<file path="config.mk">
export PLATFORM = sky130hd
export DESIGN_NAME = smbp_port
export DESIGN_NICKNAME = d
export VERILOG_FILES = /design/src/common/smbp_pkg.sv /design/src/smbp_port.sv
export SDC_FILE = /design/constraint.sdc
export NUM_CORES = 1
export LEC_CHECK = 0
export ABC_AREA = 1
export BUFFER_PORTS_ARGS = -buffer_cell sky130_fd_sc_hd__buf_2
export CORE_AREA = 5 5 134 136
export DETAILED_ROUTE_END_ITERATION = 12
export DIE_AREA = 0 0 139 141
export PLACE_DENSITY = 0.72
export SYNTH_ARGS = -nofsm -noshare
export SYNTH_HDL_FRONTEND = slang
export SYNTH_SLANG_ARGS = --single-unit
export TNS_END_PERCENT = 50
</file>
<file path="constraint.sdc">
create_clock -name clk -period 1.9 [get_ports clk]
set_input_delay 0 -clock clk [delete_from_list [all_inputs] [get_ports clk]]
set_output_delay 0 -clock clk [all_outputs]
set_load 0.005 [all_outputs]
</file>
<file path="src/common/smbp_pkg.sv">
// Purpose: Shared constants for the stacked memory bus port.
// Assumes: Word-addressed 16-bit shared data bus.
// Notes: Density codes select the top address bit of each flash die.
package smbp_pkg;
  // ----------------------------------------------------------------
  // Bus widths
  // ----------------------------------------------------------------
  localparam int ADDR_W = 26;
  localparam int DATA_W = 16;
  localparam int N_FLASH = 3;
  localparam int N_PSRAM = 2;
  // ----------------------------------------------------------------
  // Top address bit per die density
  // ----------------------------------------------------------------
  localparam int TOP_BIT_256M = 23;
  localparam int TOP_BIT_128M = 22;
  localparam int TOP_BIT_64M = 21;
  localparam int TOP_BIT_32M = 20;
  localparam int TOP_BIT_8M = 18;
  localparam int RSV_LO = 24;
  // Density codes
  localparam logic [2:0] DENS_256M = 3'h0;
  localparam logic [2:0] DENS_128M = 3'h1;
  localparam logic [2:0] DENS_64M = 3'h2;
  localparam logic [2:0] DENS_32M = 3'h3;
  localparam logic [2:0] DENS_8M = 3'h4;
  // Die selected by a RAM access
  typedef enum logic [1:0] {SMBP_RAM_NONE, SMBP_RAM_SRAM, SMBP_RAM_PS1, SMBP_RAM_PS2} smbp_ram_t;
endpackage : smbp_pkg

</file>
<file path="src/smbp_port.sv">
// Purpose: Device-side bus port of a stacked flash/SRAM/PSRAM package.
// Assumes: Pins are sampled through two flops on clk (100 MHz, 10 ns).
// Notes: Each die is modelled as select, latch and drive logic only; arrays live outside.
// Behaviour
// - Top decoded word address bit follows density: 23,22,21,20 or 18.
// - Address bit zero selects a 16-bit word; bits 25:24 are ignored.
// - Shared data lines carry host writes in and selected die reads out.
// - Data outputs float when die deselected or its output enable high.
// - Flash die selected only while its low select is low; else standby.
// - Each flash select controls one die; absent dies' selects have no effect.
// - SRAM active while low and high selects asserted; else standby.
// - Each PSRAM die has its own low select; deasserted means standby.
// - Flash enable one gates die one; enable two gates dies two and three.
// - One low RAM output enable drives selected SRAM or PSRAM outputs.
// - Selected flash captures address and data at rising edge of write strobe.
// - RAM write strobe writes only the selected RAM die, apart from flash.
// - Sync reads latch address at valid strobe rise or clock edge while low.
// - Sync reads advance internal address counter on bus clock edges.
// - Async mode latches at strobe rise or flows through while strobe low.
module smbp_port #(
  parameter int FLASH_DIES = 3,        // Flash dies fitted, 1..3
  parameter int PSRAM_DIES = 2,        // PSRAM dies fitted, 0..2
  parameter bit HAS_SRAM = 1'b1,       // SRAM die fitted
  parameter logic [2:0] DENSITY = smbp_pkg::DENS_256M  // Flash die density code
) (
  input wire logic clk,                                   // Bus clock
  input wire logic reset,                                 // Sync reset, high
  input wire logic [smbp_pkg::ADDR_W-1:0] addr,           // Word address pins
  input wire logic [smbp_pkg::DATA_W-1:0] data_in,        // Data pins, input side
  output logic [smbp_pkg::DATA_W-1:0] data_out,           // Data pins, driven value
  output logic data_oe,                                   // Data pins driven
  input wire logic [2:0] flash_sel_n,                     // Flash die selects
  input wire logic sram_select_low,                       // SRAM select, low true
  input wire logic sram_select_high,                      // SRAM select, high true
  input wire logic [1:0] psram_sel_n,                     // PSRAM die selects
  input wire logic [1:0] flash_oe_n,                      // Flash output enables
  input wire logic ram_oe_n,                              // RAM output enable
  input wire logic flash_we_n,                            // Flash write strobe
  input wire logic ram_we_n,                              // RAM write strobe
  input wire logic address_valid_n,                       // Address valid strobe
  input wire logic sync_mode,                             // Flash sync read mode
  input wire logic [smbp_pkg::DATA_W-1:0] flash_rd_data,  // Array word of active flash
  input wire logic [smbp_pkg::DATA_W-1:0] ram_rd_data,    // Array word of active RAM
  output logic [2:0] flash_active,                        // Flash dies out of standby
  output logic sram_active,                               // SRAM out of standby
  output logic [1:0] psram_active,                        // PSRAM dies out of standby
  output logic [smbp_pkg::ADDR_W-1:0] flash_addr_ff,      // Flash read address
  output logic [2:0] flash_wr_pulse,                      // Flash write, per die
  output logic [smbp_pkg::ADDR_W-1:0] flash_wr_addr_ff,   // Captured write address
  output logic [smbp_pkg::DATA_W-1:0] flash_wr_data_ff,   // Captured write data
  output logic [2:0] ram_wr_en,                           // RAM write: sram, ps1, ps2
  output logic [smbp_pkg::ADDR_W-1:0] ram_addr,           // RAM word address
  output logic [smbp_pkg::DATA_W-1:0] ram_wr_data         // RAM write data
);
  initial begin
    if (FLASH_DIES < 1 || FLASH_DIES > smbp_pkg::N_FLASH) $error("FLASH_DIES out of range");
    if (PSRAM_DIES < 0 || PSRAM_DIES > smbp_pkg::N_PSRAM) $error("PSRAM_DIES out of range");
    if (DENSITY > smbp_pkg::DENS_8M) $error("DENSITY code unknown");
  end

  // ----------------------------------------------------------------
  // Pin synchronisers
  // ----------------------------------------------------------------
  localparam int PIN_W = smbp_pkg::ADDR_W + smbp_pkg::DATA_W + 14;
  logic [PIN_W-1:0] meta_ff;
  logic [PIN_W-1:0] pin_ff;
  // Two flops on every pin; only pin_ff is read
  always_ff @(posedge clk) begin
    if (reset) begin
      meta_ff <= '1;
      pin_ff <= '1;
    end else begin
      meta_ff <= {addr, data_in, flash_sel_n, sram_select_low, sram_select_high, psram_sel_n,
                  flash_oe_n, ram_oe_n, flash_we_n, ram_we_n, address_valid_n, sync_mode};
      pin_ff <= meta_ff;
    end
  end
  logic [smbp_pkg::ADDR_W-1:0] s_addr;
  logic [smbp_pkg::DATA_W-1:0] s_data;
  logic [2:0] s_fce_n;
  logic s_scs_n, s_scs, s_roe_n, s_fwe_n, s_rwe_n, s_adv_n, s_sync;
  logic [1:0] s_pcs_n, s_foe_n;
  assign {s_addr, s_data, s_fce_n, s_scs_n, s_scs, s_pcs_n, s_foe_n, s_roe_n, s_fwe_n,
          s_rwe_n, s_adv_n, s_sync} = pin_ff;

  // ----------------------------------------------------------------
  // Address decode
  // ----------------------------------------------------------------
  int top_bit;
  logic [smbp_pkg::ADDR_W-1:0] addr_mask;
  // Mask above the density's top bit, reserved bits never decoded
  always_comb begin
    case (DENSITY)
      smbp_pkg::DENS_256M: top_bit = smbp_pkg::TOP_BIT_256M;
      smbp_pkg::DENS_128M: top_bit = smbp_pkg::TOP_BIT_128M;
      smbp_pkg::DENS_64M: top_bit = smbp_pkg::TOP_BIT_64M;
      smbp_pkg::DENS_32M: top_bit = smbp_pkg::TOP_BIT_32M;
      default: top_bit = smbp_pkg::TOP_BIT_8M;
    endcase
    for (int i = 0; i < smbp_pkg::ADDR_W; i++) begin
      addr_mask[i] = (i <= top_bit) && (i < smbp_pkg::RSV_LO);
    end
  end
  logic [smbp_pkg::ADDR_W-1:0] word_addr;
  assign word_addr = s_addr & addr_mask;  // Bit 0 is a word, not a byte

  // ----------------------------------------------------------------
  // Die selects
  // ----------------------------------------------------------------
  genvar g;
  generate
    for (g = 0; g < smbp_pkg::N_FLASH; g++) begin : g_fsel
      // Absent dies ignore their select pin
      assign flash_active[g] = (g < FLASH_DIES) && !s_fce_n[g];
    end
    for (g = 0; g < smbp_pkg::N_PSRAM; g++) begin : g_psel
      assign psram_active[g] = (g < PSRAM_DIES) && !s_pcs_n[g];
    end
  endgenerate
  assign sram_active = HAS_SRAM && !s_scs_n && s_scs;

  // Output enable per flash die: die one on enable one, others on enable two
  logic [2:0] flash_drive;
  assign flash_drive = flash_active & {!s_foe_n[1], !s_foe_n[1], !s_foe_n[0]};
  logic ram_drive;
  assign ram_drive = (sram_active || (|psram_active)) && !s_roe_n;

  // ----------------------------------------------------------------
  // Flash address latch and burst counter
  // ----------------------------------------------------------------
  logic adv_prev_ff;
  logic sync_latched_ff;
  always_ff @(posedge clk) begin
    if (reset) begin
      adv_prev_ff <= 1'b1;
    end else begin
      adv_prev_ff <= s_adv_n;
    end
  end
  logic adv_rise;
  assign adv_rise = s_adv_n && !adv_prev_ff;
  // Latch, flow through or count the flash read address
  always_ff @(posedge clk) begin
    if (reset) begin
      flash_addr_ff <= '0;
      sync_latched_ff <= 1'b0;
    end else if (|flash_active) begin
      if (s_sync) begin
        // A new low period of the strobe rearms the latch; the burst runs until then
        if (!s_adv_n && (!sync_latched_ff || adv_prev_ff)) begin
          flash_addr_ff <= word_addr;  // First clock edge with strobe low
          sync_latched_ff <= 1'b1;
        end else if (adv_rise && !sync_latched_ff) begin
          flash_addr_ff <= word_addr;  // Strobe rise came first
          sync_latched_ff <= 1'b1;
        end else if (s_adv_n && sync_latched_ff) begin
          flash_addr_ff <= (flash_addr_ff + 1'b1) & addr_mask;
        end
      end else if (!s_adv_n || adv_rise) begin
        flash_addr_ff <= word_addr;  // Flow through, hold at rise
        sync_latched_ff <= 1'b0;
      end
    end else begin
      sync_latched_ff <= 1'b0;
    end
  end

  // ----------------------------------------------------------------
  // Flash write capture
  // ----------------------------------------------------------------
  logic fwe_prev_ff;
  logic [2:0] fsel_at_we_ff;
  // Track strobe and the dies selected one cycle earlier
  always_ff @(posedge clk) begin
    if (reset) begin
      fwe_prev_ff <= 1'b1;
      fsel_at_we_ff <= '0;
    end else begin
      fwe_prev_ff <= s_fwe_n;
      fsel_at_we_ff <= flash_active;
    end
  end
  logic fwe_rise;
  assign fwe_rise = s_fwe_n && !fwe_prev_ff;
  // Address and data captured on strobe rise
  always_ff @(posedge clk) begin
    if (reset) begin
      flash_wr_pulse <= '0;
      flash_wr_addr_ff <= '0;
      flash_wr_data_ff <= '0;
    end else begin
      flash_wr_pulse <= fwe_rise ? fsel_at_we_ff : 3'h0;
      if (fwe_rise && |fsel_at_we_ff) begin
        flash_wr_addr_ff <= word_addr;
        flash_wr_data_ff <= s_data;
      end
    end
  end

  // ----------------------------------------------------------------
  // RAM write path
  // ----------------------------------------------------------------
  // Only the RAM strobe writes RAM dies
  assign ram_wr_en = {psram_active[1], psram_active[0], sram_active} & {3{!s_rwe_n}};
  assign ram_addr = s_addr & {{(smbp_pkg::ADDR_W - smbp_pkg::RSV_LO){1'b0}},
                              {smbp_pkg::RSV_LO{1'b1}}};
  assign ram_wr_data = s_data;

  // ----------------------------------------------------------------
  // Shared data output
  // ----------------------------------------------------------------
  // Flash has priority if the host breaks the one-driver contract
  always_ff @(posedge clk) begin
    if (reset) begin
      data_out <= '0;
      data_oe <= 1'b0;
    end else begin
      data_oe <= (|flash_drive) || ram_drive;
      data_out <= (|flash_drive) ? flash_rd_data : (ram_drive ? ram_rd_data : 16'h0000);
    end
  end
endmodule : smbp_port

</file>
* Word level (Yosys, flattened, before mapping)
Cells that the tools add are included.
W data, S select, Z words.
** Word-level totals
- Bits in registers :: 200
- Word-level logic and storage cells :: 65
** Operators by class
- Reductions and logical operators :: 35
- $add $sub $neg :: 1
- Mux-type cells :: 11
- Bitwise operators :: 4
- Eq/ne operators :: 2
** Operator list (number)
- $mux W26 :: 5
- $mux W16 :: 2
- $add A24 B1 Y24 const B :: 1
- $logic_not A1 Y1 :: 14
- $reduce_or A3 Y1 :: 3
- $logic_and A1 B1 Y1 :: 8
- $and A3 B3 Y3 :: 2
- $reduce_or A2 Y1 :: 3
- $logic_or A1 B1 Y1 :: 4
- $mux W1 :: 4
- $ne A4 B1 Y1 const B :: 1
- $ne A3 B1 Y1 const B :: 1
- $reduce_and A3 Y1 :: 1
- $not A1 Y1 :: 2
- $reduce_and A2 Y1 :: 1
- $reduce_bool A2 Y1 :: 1

* Logic depth before layout (Yosys ltp)
Gate-level depths: netlist of run 1.
- Depth after elaboration :: 6
- Depth in mapped cells :: 10
- Depth with buffers taken out :: 10

* Least setup slack after synthesis of run 1
Ideal clock, no wire load.
- Path kind :: register to register
- Start point :: register flash_addr_ff[0] (netlist name)
- End point :: register flash_addr_ff[14] (netlist name)
- Slack :: 0.474 ns
- Path buffers :: 0
- Data arrival time :: 1.294 ns
- Clock period less this slack :: 1.426 ns
- Cell stages (with the launch flop) :: 9
- Path through :: dfxtp_1 -> ha_1 -> nand3_1 -> nor2_2 -> nand2_1 -> o21ai_0 -> nand2_1 -> nand2_1 -> a21oi_1
** Between the ends
- Word-level cells in the longest chain between the ends :: 5
** RTL lines
- start, declared :: RTL line smbp_port.sv:47 : output logic [smbp_pkg::ADDR_W-1:0] flash_addr_ff,
- start signal, assigned :: RTL line smbp_port.sv:151 : flash_addr_ff <= word_addr;
- start signal, assigned :: RTL line smbp_port.sv:154 : flash_addr_ff <= word_addr;
- start signal, assigned :: RTL line smbp_port.sv:157 : flash_addr_ff <= (flash_addr_ff + 1'b1) & addr_mask;
- $add A24 B1 Y24 :: RTL line smbp_port.sv:157
- $mux W26 :: RTL line smbp_port.sv:156 : end else if (s_adv_n && sync_latched_ff) begin
- $mux W26 :: RTL line smbp_port.sv:153 : end else if (adv_rise && !sync_latched_ff) begin
- $mux W26 :: RTL line smbp_port.sv:150 : if (!s_adv_n && (!sync_latched_ff || adv_prev_ff)) begin
- $mux W26 :: RTL line smbp_port.sv:148 : if (s_sync) begin
No other way between the ends. The select of a mux whose other input is x is not followed.
A chain may end at the register's enable or synchronous reset.

* Final worst setup path of run 1
- Start point :: register flash_addr_ff[1] (netlist name)
- End point :: register flash_addr_ff[14] (netlist name)
The elaborated chain is that of the path after synthesis.

==> flow_summary.html, run 1 <==
<table>
<tr><th>Metric</th><th>Value</th></tr>
<tr><th colspan="2">Clock network</th></tr>
<tr><td>Setup Fix Bufs, Post-CTS</td><td>0</td></tr>
<tr><td>Clk sink count</td><td>roughly 200</td></tr>
<tr><td>Clock root buffer</td><td>clkbuf_16</td></tr>
<tr><td>Clock tree from TritonCTS</td><td>built</td></tr>
<tr><td>Number of buffers on the longest clock path</td><td>2</td></tr>
<tr><td>PostCTS Resize Cnt</td><td>0</td></tr>
<tr><td>Clock-pin slew on the worst setup and hold paths</td><td>~0.070 ns</td></tr>
<tr><td>Clk_lat worst skew</td><td>approximately 0.43 ns</td></tr>
<tr><td>H-Tree Depth</td><td>4</td></tr>
<tr><td>Number of buffers added by the clock tree synthesis step</td><td>17</td></tr>
<tr><th colspan="2">Die</th></tr>
<tr><td># rows</td><td>48</td></tr>
<tr><td>Total Die Area</td><td>19600 sq um</td></tr>
<tr><td>Die width</td><td>139 um</td></tr>
<tr><td>Placeable core region</td><td>roughly 17000 sq um</td></tr>
<tr><td>Die boundary height</td><td>approximately 140 um</td></tr>
<tr><td>Top-level I/O count</td><td>around 230</td></tr>
<tr><td>Initial core utilization</td><td>0.437</td></tr>
<tr><th colspan="2">Timing</th></tr>
<tr><td>Period Utilization, post-route</td><td>0.905</td></tr>
<tr><td>Summed negative setup slack over all endpoints</td><td>0 ns</td></tr>
<tr><td>Slew headroom</td><td>0.458</td></tr>
<tr><td>Number of slew-limit violations in the final report</td><td>0</td></tr>
<tr><td>Final Worst Setup Slack</td><td>roughly 0.18 ns</td></tr>
<tr><td>Maximum clock frequency</td><td>about 580 MHz</td></tr>
<tr><td>Final worst path period need</td><td>about 1.7 ns</td></tr>
<tr><td>Transition at the pin with the smallest max-transition slack</td><td>slightly above 0.8 ns</td></tr>
<tr><td>RSZ-0062 raised after global routing</td><td>false</td></tr>
<tr><td>Hold Violations, Final</td><td>0</td></tr>
<tr><td>Final setup vio count</td><td>0</td></tr>
<tr><td>Worst Clk Skew</td><td>between 0.01 and 0.015 ns</td></tr>
<tr><th colspan="2">Synthesis</th></tr>
<tr><td>Area share of and/or/nand/nor cells after synthesis</td><td>0.260</td></tr>
<tr><td>Share of synthesized area spent on multiplexers</td><td>0</td></tr>
<tr><td>Synthesized-area fraction occupied by xor and xnor cells</td><td>0.00119</td></tr>
<tr><td>Fraction of synthesized cell area taken by the top area cell type</td><td>0.540</td></tr>
<tr><td>Area of the mapped netlist</td><td>7340 sq um</td></tr>
<tr><td>Post-synthesis register bit count</td><td>roughly 200</td></tr>
<tr><td>Syn. warnings</td><td>0</td></tr>
<tr><td>Average instance area after synthesis</td><td>8.57 sq um</td></tr>
<tr><td>Unique masters post-synth</td><td>38</td></tr>
<tr><td>Cell types occupying the most area after synthesis</td><td>dfxtp_1, or2_2, nor2_1</td></tr>
<tr><td>Portion of the post-synthesis area used by sequential elements</td><td>0.540</td></tr>
<tr><td>Cell type contributing the most total cell area after synthesis</td><td>dfxtp_1</td></tr>
<tr><td>Post-synthesis share of cell area spent on full adders, half adders and majority gates</td><td>0.00170</td></tr>
<tr><td>Synthesized-area fraction occupied by ao, oa, aoi and oai cells</td><td>0.0992</td></tr>
<tr><td>Main combinational cell family by area after synthesis</td><td>simple AND/OR/NAND/NOR gates</td></tr>
<tr><td>Gate Count Post-Synth</td><td>857</td></tr>
<tr><th colspan="2">Cells and area</th></tr>
<tr><td>Most frequent cells in the layout</td><td>buf_2, dfxtp_1, nor2_1</td></tr>
<tr><td>Fin nets</td><td>roughly 1200</td></tr>
<tr><td>Fraction of layout instances using a drive strength above 1</td><td>0.354</td></tr>
<tr><td>Most frequent standard cell in the layout excluding fill and tap cells</td><td>buf_2</td></tr>
<tr><td>Design area</td><td>between 9000 and 10000 sq um</td></tr>
<tr><td>Layout overhead on the synthesized area</td><td>33.0%</td></tr>
<tr><th colspan="2">Routing</th></tr>
<tr><td>Wire per inst</td><td>roughly 14 um</td></tr>
<tr><td>Starting DRC count in detailed routing</td><td>377</td></tr>
<tr><td>Number of optimization iterations in the first detailed-route pass</td><td>6</td></tr>
<tr><td>Antenna-violating nets left</td><td>0</td></tr>
<tr><td>Via count normalized by instance count</td><td>4.64</td></tr>
<tr><td>Total number of vias</td><td>between 6000 and 7000</td></tr>
<tr><td>DRC Markers</td><td>0</td></tr>
<tr><td>Total wirelength of the detailed-routed design</td><td>between 15000 and 20000 um</td></tr>
<tr><th colspan="2">Pwr</th></tr>
<tr><td>VDD IR-drop max</td><td>roughly 590 uV</td></tr>
<tr><td>Total power</td><td>just under 9 mW</td></tr>
<tr><td>Leakage</td><td>about 4.4 nW</td></tr>
<tr><td>Total power per unit cell area</td><td>887 nW/um^2</td></tr>
<tr><th colspan="2">Outcome</th></tr>
<tr><td>Result of the run</td><td>complete, no violations</td></tr>
<tr><th colspan="2">Placed design</th></tr>
<tr><td>Final weighted congestion of routability-driven global placement</td><td>about 0.87</td></tr>
<tr><td>Worst setup timing slack at the placement stage</td><td>around 0.21 ns</td></tr>
<tr><td>Post-DP HPWL</td><td>~13000 um</td></tr>
<tr><td>Placed cell areas</td><td>8310 sq um</td></tr>
<tr><td>I/O Buffers</td><td>220</td></tr>
<tr><th colspan="2">Global route</th></tr>
<tr><td>Largest net degree at the start of global routing</td><td>96</td></tr>
<tr><td>First-pass GRT wire length</td><td>31200 um</td></tr>
<tr><td>Total global-route track usage</td><td>0.197</td></tr>
<tr><td>GR Overflow Total</td><td>0</td></tr>
<tr><td>Via count of the first global-routing pass</td><td>6237</td></tr>
<tr><td>Antenna violations before repair</td><td>1</td></tr>
<tr><th colspan="2">Setup path</th></tr>
<tr><td>Largest fanout of any net on the critical path</td><td>6</td></tr>
<tr><td>Data required time at the worst endpoint</td><td>~2.2 ns</td></tr>
<tr><td>Endpoint arrival time on the critical path</td><td>about 2.0 ns</td></tr>
<tr><td>Path type of the worst setup path</td><td>flip-flop to flip-flop</td></tr>
<tr><td>Type of destination of the critical path</td><td>flip-flop</td></tr>
<tr><td>Startpoint type of the worst setup path</td><td>flip-flop</td></tr>
<tr><th colspan="2">Worst hold path</th></tr>
<tr><td>Class of the most critical hold timing path</td><td>input port to flip-flop</td></tr>
<tr><th colspan="2">Run</th></tr>
<tr><td>Number of violations of the max-capacitance limit</td><td>0</td></tr>
</table>
==> power by group <==
group	leakage, nW	internal [mW]	total, mW	switching [mW]
Sequential	1.62	4.29	4.36	0.0738
Clock	0.288	1.93	3.61	1.68
Combinational	2.48	0.369	0.685	0.316
Total	4.39	6.59	8.66	2.07
==> cells in the mapped netlist (all sizes together) <==
cell type    n
o211ai       2
nand3b       4
a211oi       1
nand3       34
a22oi       16
inv         47
dfxtp      198
buf         61
conb         1
o21ai       58
and2         1
nand4        2
nor2       121
ha           1
a21oi       53
or2        112
o21bai       2
clkbuf      24
nor3         2
nand2      114
xor2         1
clkinv       2
==> through the flow <==
| step | instances | hold slack, ns | utilization |
|---|---|---|---|
| floorplan | 862 | 0.104 | - |
| global placement | 1231 | 0.182 | 0.494 |
| detailed placement | 1231 | 0.184 | 0.494 |
| CTS | 1348 | 0.0517 | 0.581 |
| global route | 1349 | 0.0900 | 0.581 |
| finish | 1349 | 0.0640 | 0.581 |
==> per-layer routing <==
layer,track usage,vias up,wire [um]
met1,0.224,2823,7920
met3,0.0617,34,1440
met2,0.350,236,9520
met5,0,-,0
li1,-,3170,-
met4,0.0716,0,461
==> flip-flops by register name, summed over array words and instances (netlist names) <==
register,flops
meta_ff,54
pin_ff,54
flash_addr_ff,24
flash_wr_addr_ff,24
data_out,16
flash_wr_data_ff,16
flash_wr_pulse,3
fsel_at_we_ff,3
adv_prev_ff,1
data_oe,1
fwe_prev_ff,1
sync_latched_ff,1
==> logic make-up after synthesis <==
group | count (synthesis)
buf+inv | 134
xor+xnor | 1
fa+ha+maj | 1
other cells | 1
simple gates | 390
compound gates | 132
flops | 198
==> worst paths after layout <==
check / from / to / slack, ns / depth (start not counted)
setup / recovery: flash_addr_ff[1] / flash_addr_ff[14] / 0.18 / 8
hold / removal: reset / flash_addr_ff[1] / 0.06 / 2
setup reg to reg: flash_addr_ff[1] / flash_addr_ff[14] / 0.18 / 8
hold reg to reg: meta_ff[52] / pin_ff[52] / 0.41 / 1
==> area by class of cell <==
cell class                      instances  area [sq um]
Antenna cell                            1          2.50
Clock buffer                           20           457
Clock inverter                         11           134
Fill cell                            1462          7050
Inverter                               49           186
Multi-Input combinational cell        530          2680
Sequential cell                       198          3960
Tap cell                              225           282
Timing Repair Buffer                  315          2060
==> critical path, cell delays in order (launching register included) <==
cell and delay [ns]:
dfxtp_1 0.42, ha_1 0.28, nand3_1 0.12, nor2_2 0.25, nand2_1 0.14, o21ai_0 0.18
nand2_1 0.07, nand2_1 0.06, a21oi_1 0.05
==> timing repair <==
item | CTS | global route
endpoints found under the hold margin | 70 | 0
hold buffers | 86 | 0
setup endpoints to repair | 0 | 0
Power figures use the tool's default switching activity.
==> run 2: changes to the inputs <==
clock period = 2.1 ns   (was 1.9 ns; I/O delays follow)
==> run 2 against run 1 <==
Net effect: clock-buffer cell count unchanged; highest routed layer unchanged; die area did not move; non-clock buffer count grew 2; total power decreased by 10%; clock skew increased by 0.0012 ns; first-iteration DRC count decreased by 19%; largest power group unchanged; critical path depth down 1.
==> flow_summary.html, run 2 (same netlist as run 1, synthesis figures left out) <==
<table>
<tr><th>Metric</th><th>Value</th></tr>
<tr><th colspan="2">Clock network</th></tr>
<tr><td>Number of buffers on the longest clock path</td><td>2 (unchanged)</td></tr>
<tr><td>Clk sink count</td><td>198 (unchanged)</td></tr>
<tr><td>Clock-pin slew on the worst setup and hold paths</td><td>0.07 ns (about the same)</td></tr>
<tr><td>Clock tree from TritonCTS</td><td>built</td></tr>
<tr><td>Clock root buffer</td><td>clkbuf_16</td></tr>
<tr><td>Clk_lat worst skew</td><td>0.43 ns (about the same)</td></tr>
<tr><td>H-Tree Depth</td><td>4 (unchanged)</td></tr>
<tr><td>Number of buffers added by the clock tree synthesis step</td><td>17 (unchanged)</td></tr>
<tr><th colspan="2">Timing</th></tr>
<tr><td>Slew headroom</td><td>0.545 (+0.0871)</td></tr>
<tr><td>Transition at the pin with the smallest max-transition slack</td><td>0.682 ns (-0.131 ns)</td></tr>
<tr><td>Worst Clk Skew</td><td>0.0122 ns (+0.00120 ns)</td></tr>
<tr><td>Final setup vio count</td><td>0 (unchanged)</td></tr>
<tr><td>Number of slew-limit violations in the final report</td><td>0 (unchanged)</td></tr>
<tr><td>Hold Violations, Final</td><td>0 (unchanged)</td></tr>
<tr><td>Hold_ws</td><td>0.278 ns (+0.214 ns)</td></tr>
<tr><td>Period Utilization, post-route</td><td>0.964 (+0.0591)</td></tr>
<tr><td>Summed negative setup slack over all endpoints</td><td>0 ns (unchanged)</td></tr>
<tr><td>RSZ-0062 raised after global routing</td><td>false</td></tr>
<tr><td>Maximum clock frequency</td><td>494 MHz (-15%)</td></tr>
<tr><td>Final worst path period need</td><td>2.03 ns (+0.305 ns)</td></tr>
<tr><th colspan="2">Worst hold path</th></tr>
<tr><td>Instance count along the most critical hold path</td><td>3 (+1)</td></tr>
<tr><td>Hold path startpoint</td><td>addr[11]</td></tr>
<tr><td>Class of the most critical hold timing path</td><td>input port to flip-flop</td></tr>
<tr><td>Worst Hold End</td><td>meta_ff[41]</td></tr>
<tr><th colspan="2">Die</th></tr>
<tr><td>Initial core utilization</td><td>0.437 (unchanged)</td></tr>
<tr><td>Die boundary height</td><td>141 um (unchanged)</td></tr>
<tr><td>Die width</td><td>139 um (unchanged)</td></tr>
<tr><td>Total Die Area</td><td>19600 sq um (unchanged)</td></tr>
<tr><td>Placeable core region</td><td>16800 sq um (unchanged)</td></tr>
<tr><td>Top-level I/O count</td><td>229 (unchanged)</td></tr>
<tr><td># rows</td><td>48 (unchanged)</td></tr>
<tr><th colspan="2">Setup path</th></tr>
<tr><td>Crit path from</td><td>pin_ff[12]</td></tr>
<tr><td>Largest fanout of any net on the critical path</td><td>10 (+4)</td></tr>
<tr><td>Data required time at the worst endpoint</td><td>2.46 ns (+0.26 ns)</td></tr>
<tr><td>Worst-case reg-to-reg path depth</td><td>7 (-1)</td></tr>
<tr><td>Startpoint type of the worst setup path</td><td>flip-flop</td></tr>
<tr><td>Critical Path Max Stage Delay</td><td>0.59 ns (+0.17 ns)</td></tr>
<tr><td>Startpoint of the lowest-slack register-to-register path</td><td>pin_ff[12]</td></tr>
<tr><td>Type of destination of the critical path</td><td>flip-flop</td></tr>
<tr><td>Minimum setup slack among reg-to-reg paths</td><td>0.07 ns (-0.11 ns)</td></tr>
<tr><td>Critical path cell sequence</td><td>inv_2 &gt; o21bai_1 &gt; o21ai_4 &gt; nor2_4 &gt; a22oi_1 &gt; dlygate4sd3_1 &gt; nor2_1</td></tr>
<tr><td>Path type of the worst setup path</td><td>flip-flop to flip-flop</td></tr>
<tr><td>Endpoint arrival time on the critical path</td><td>2.38 ns (+0.36 ns)</td></tr>
<tr><td>Critical path's slowest cell</td><td>dlygate4sd3_1</td></tr>
<tr><td>Worst reg2reg path endpoint</td><td>data_out[2]</td></tr>
<tr><th colspan="2">Placed design</th></tr>
<tr><td>I/O Buffers</td><td>220 (unchanged)</td></tr>
<tr><td>Post-DP HPWL</td><td>12700 um (+0.62%)</td></tr>
<tr><td>Final weighted congestion of routability-driven global placement</td><td>0.863 (-0.85%)</td></tr>
<tr><th colspan="2">Global route</th></tr>
<tr><td>Antenna violations before repair</td><td>1 (unchanged)</td></tr>
<tr><td>Total global-route track usage</td><td>0.196 (-0.00145)</td></tr>
<tr><td>First-pass GRT wire length</td><td>31200 um (+0.18%)</td></tr>
<tr><td>Via count of the first global-routing pass</td><td>6257 (+0.32%)</td></tr>
<tr><td>Largest net degree at the start of global routing</td><td>91 (-5.2%)</td></tr>
<tr><td>GR Overflow Total</td><td>0 (unchanged)</td></tr>
<tr><th colspan="2">Routing</th></tr>
<tr><td>Wire per inst</td><td>14.4 um (+0.68%)</td></tr>
<tr><td>Via count normalized by instance count</td><td>4.69 (+0.98%)</td></tr>
<tr><td>DRC Markers</td><td>0 (unchanged)</td></tr>
<tr><td>Antenna-violating nets left</td><td>0 (unchanged)</td></tr>
<tr><td>Total wirelength of the detailed-routed design</td><td>19500 um (+0.98%)</td></tr>
<tr><td>Total number of vias</td><td>6343 (+1.3%)</td></tr>
<tr><td>Starting DRC count in detailed routing</td><td>304 (-19%)</td></tr>
<tr><td>Number of optimization iterations in the first detailed-route pass</td><td>5 (-1)</td></tr>
<tr><th colspan="2">Outcome</th></tr>
<tr><td>Result of the run</td><td>complete, no violations</td></tr>
<tr><th colspan="2">Cells and area</th></tr>
<tr><td>Most frequent cells in the layout</td><td>buf_2, dfxtp_1, nor2_1</td></tr>
<tr><td>Layout overhead on the synthesized area</td><td>33.6%</td></tr>
<tr><td>Most frequent standard cell in the layout excluding fill and tap cells</td><td>buf_2</td></tr>
<tr><td>Largest registers</td><td>meta_ff x54, pin_ff x54</td></tr>
<tr><td>Fin nets</td><td>1205 (+0.25%)</td></tr>
<tr><td>Fraction of layout instances using a drive strength above 1</td><td>0.357 (+0.00318)</td></tr>
<tr><th colspan="2">Run</th></tr>
<tr><td>Number of violations of the max-capacitance limit</td><td>0 (unchanged)</td></tr>
<tr><th colspan="2">Pwr</th></tr>
<tr><td>VDD IR-drop max</td><td>528 uV (-10%)</td></tr>
<tr><td>Leakage</td><td>4.37 nW (-0.59%)</td></tr>
<tr><td>Total power per unit cell area</td><td>795 nW/um^2 (-10%)</td></tr>
</table>
-- run 2: cell count changes in the layout (fill, tap and decap cells not counted), sizes merged --
cell / change
clkinv: +2
nor2: +1
inv: -1
buf: +2
-- run 2: report_power, final --
| group | switching, mW | internal (mW) | leakage [nW] | total (mW) |
|---|---|---|---|---|
| registers | 0.0676 | 3.88 | 1.62 | 3.95 |
| clock network | 1.49 | 1.75 | 0.290 | 3.24 |
| logic | 0.288 | 0.325 | 2.45 | 0.613 |
-- run 2: stage by stage --
step | setup slack [ns] | utilization | power (mW) | instances | instance area (sq um)
6_report | 0.0747 | 0.583 | 7.80 | 1353 | 9800
5_1_grt | 0.0142 | 0.583 | 8.12 | 1353 | 9800
4_1_cts | 0.00992 | 0.579 | 7.86 | 1348 | 9740
3_5_place_dp | 0.436 | 0.493 | 4.52 | 1230 | 8290
3_3_place_gp | 0.454 | 0.493 | 4.51 | 1230 | 8290
2_1_floorplan | 0.674 | - | 4.35 | 862 | 7360
-- run 2: what timing repair did --
action / 4_1_cts / 5_1_grt
endpoints found under the setup margin: 0 / 15
endpoints found under the hold margin: 70 / 0
setup buffers: 0 / 3
hold buffers: 86 / 0
resized for setup: 0 / 3
-- run 2: layout make-up --
| cell class | count | area, sq um |
|---|---|---|
| antenna | 1 | 2.50 |
| clock buffer | 20 | 457 |
| clock inverter | 12 | 136 |
| fill | 1446 | 7010 |
| inverter | 49 | 186 |
| multi-input combinational | 531 | 2710 |
| sequential | 198 | 3960 |
| tap | 225 | 282 |
| timing repair buffer | 317 | 2070 |
-- run 2: routing by layer --
metal  vias to the layer above  share of wire  GRT usage
met3                        58          0.073     0.0628
met4                         0          0.037     0.0917
met1                      2866           0.41      0.223
met2                       241           0.48      0.335
li1                       3178              -          -
met5                         -              0          0
-- run 2: how the worst max path moves through the flow --
| stage | endpoint | slack (ns) |
|---|---|---|
| finish | data_out[2] | 0.07 |
| floorplan | flash_addr_ff[14] | 0.67 |
| detailed placement | flash_addr_ff[14] | 0.44 |
| global placement | flash_addr_ff[14] | 0.45 |
| global route | data_out[2] | 0.01 |
| CTS | data_out[13] | 0.01 |
-- run 2: worst max-delay path: cells and delay by family (launching register included) --
family                 cells  cell delay, ns
buffers and inverters      2            0.64
DFF                        1            0.37
and+or+nand+nor            2            0.39
AOI/OAI and AO/OA          3            0.56
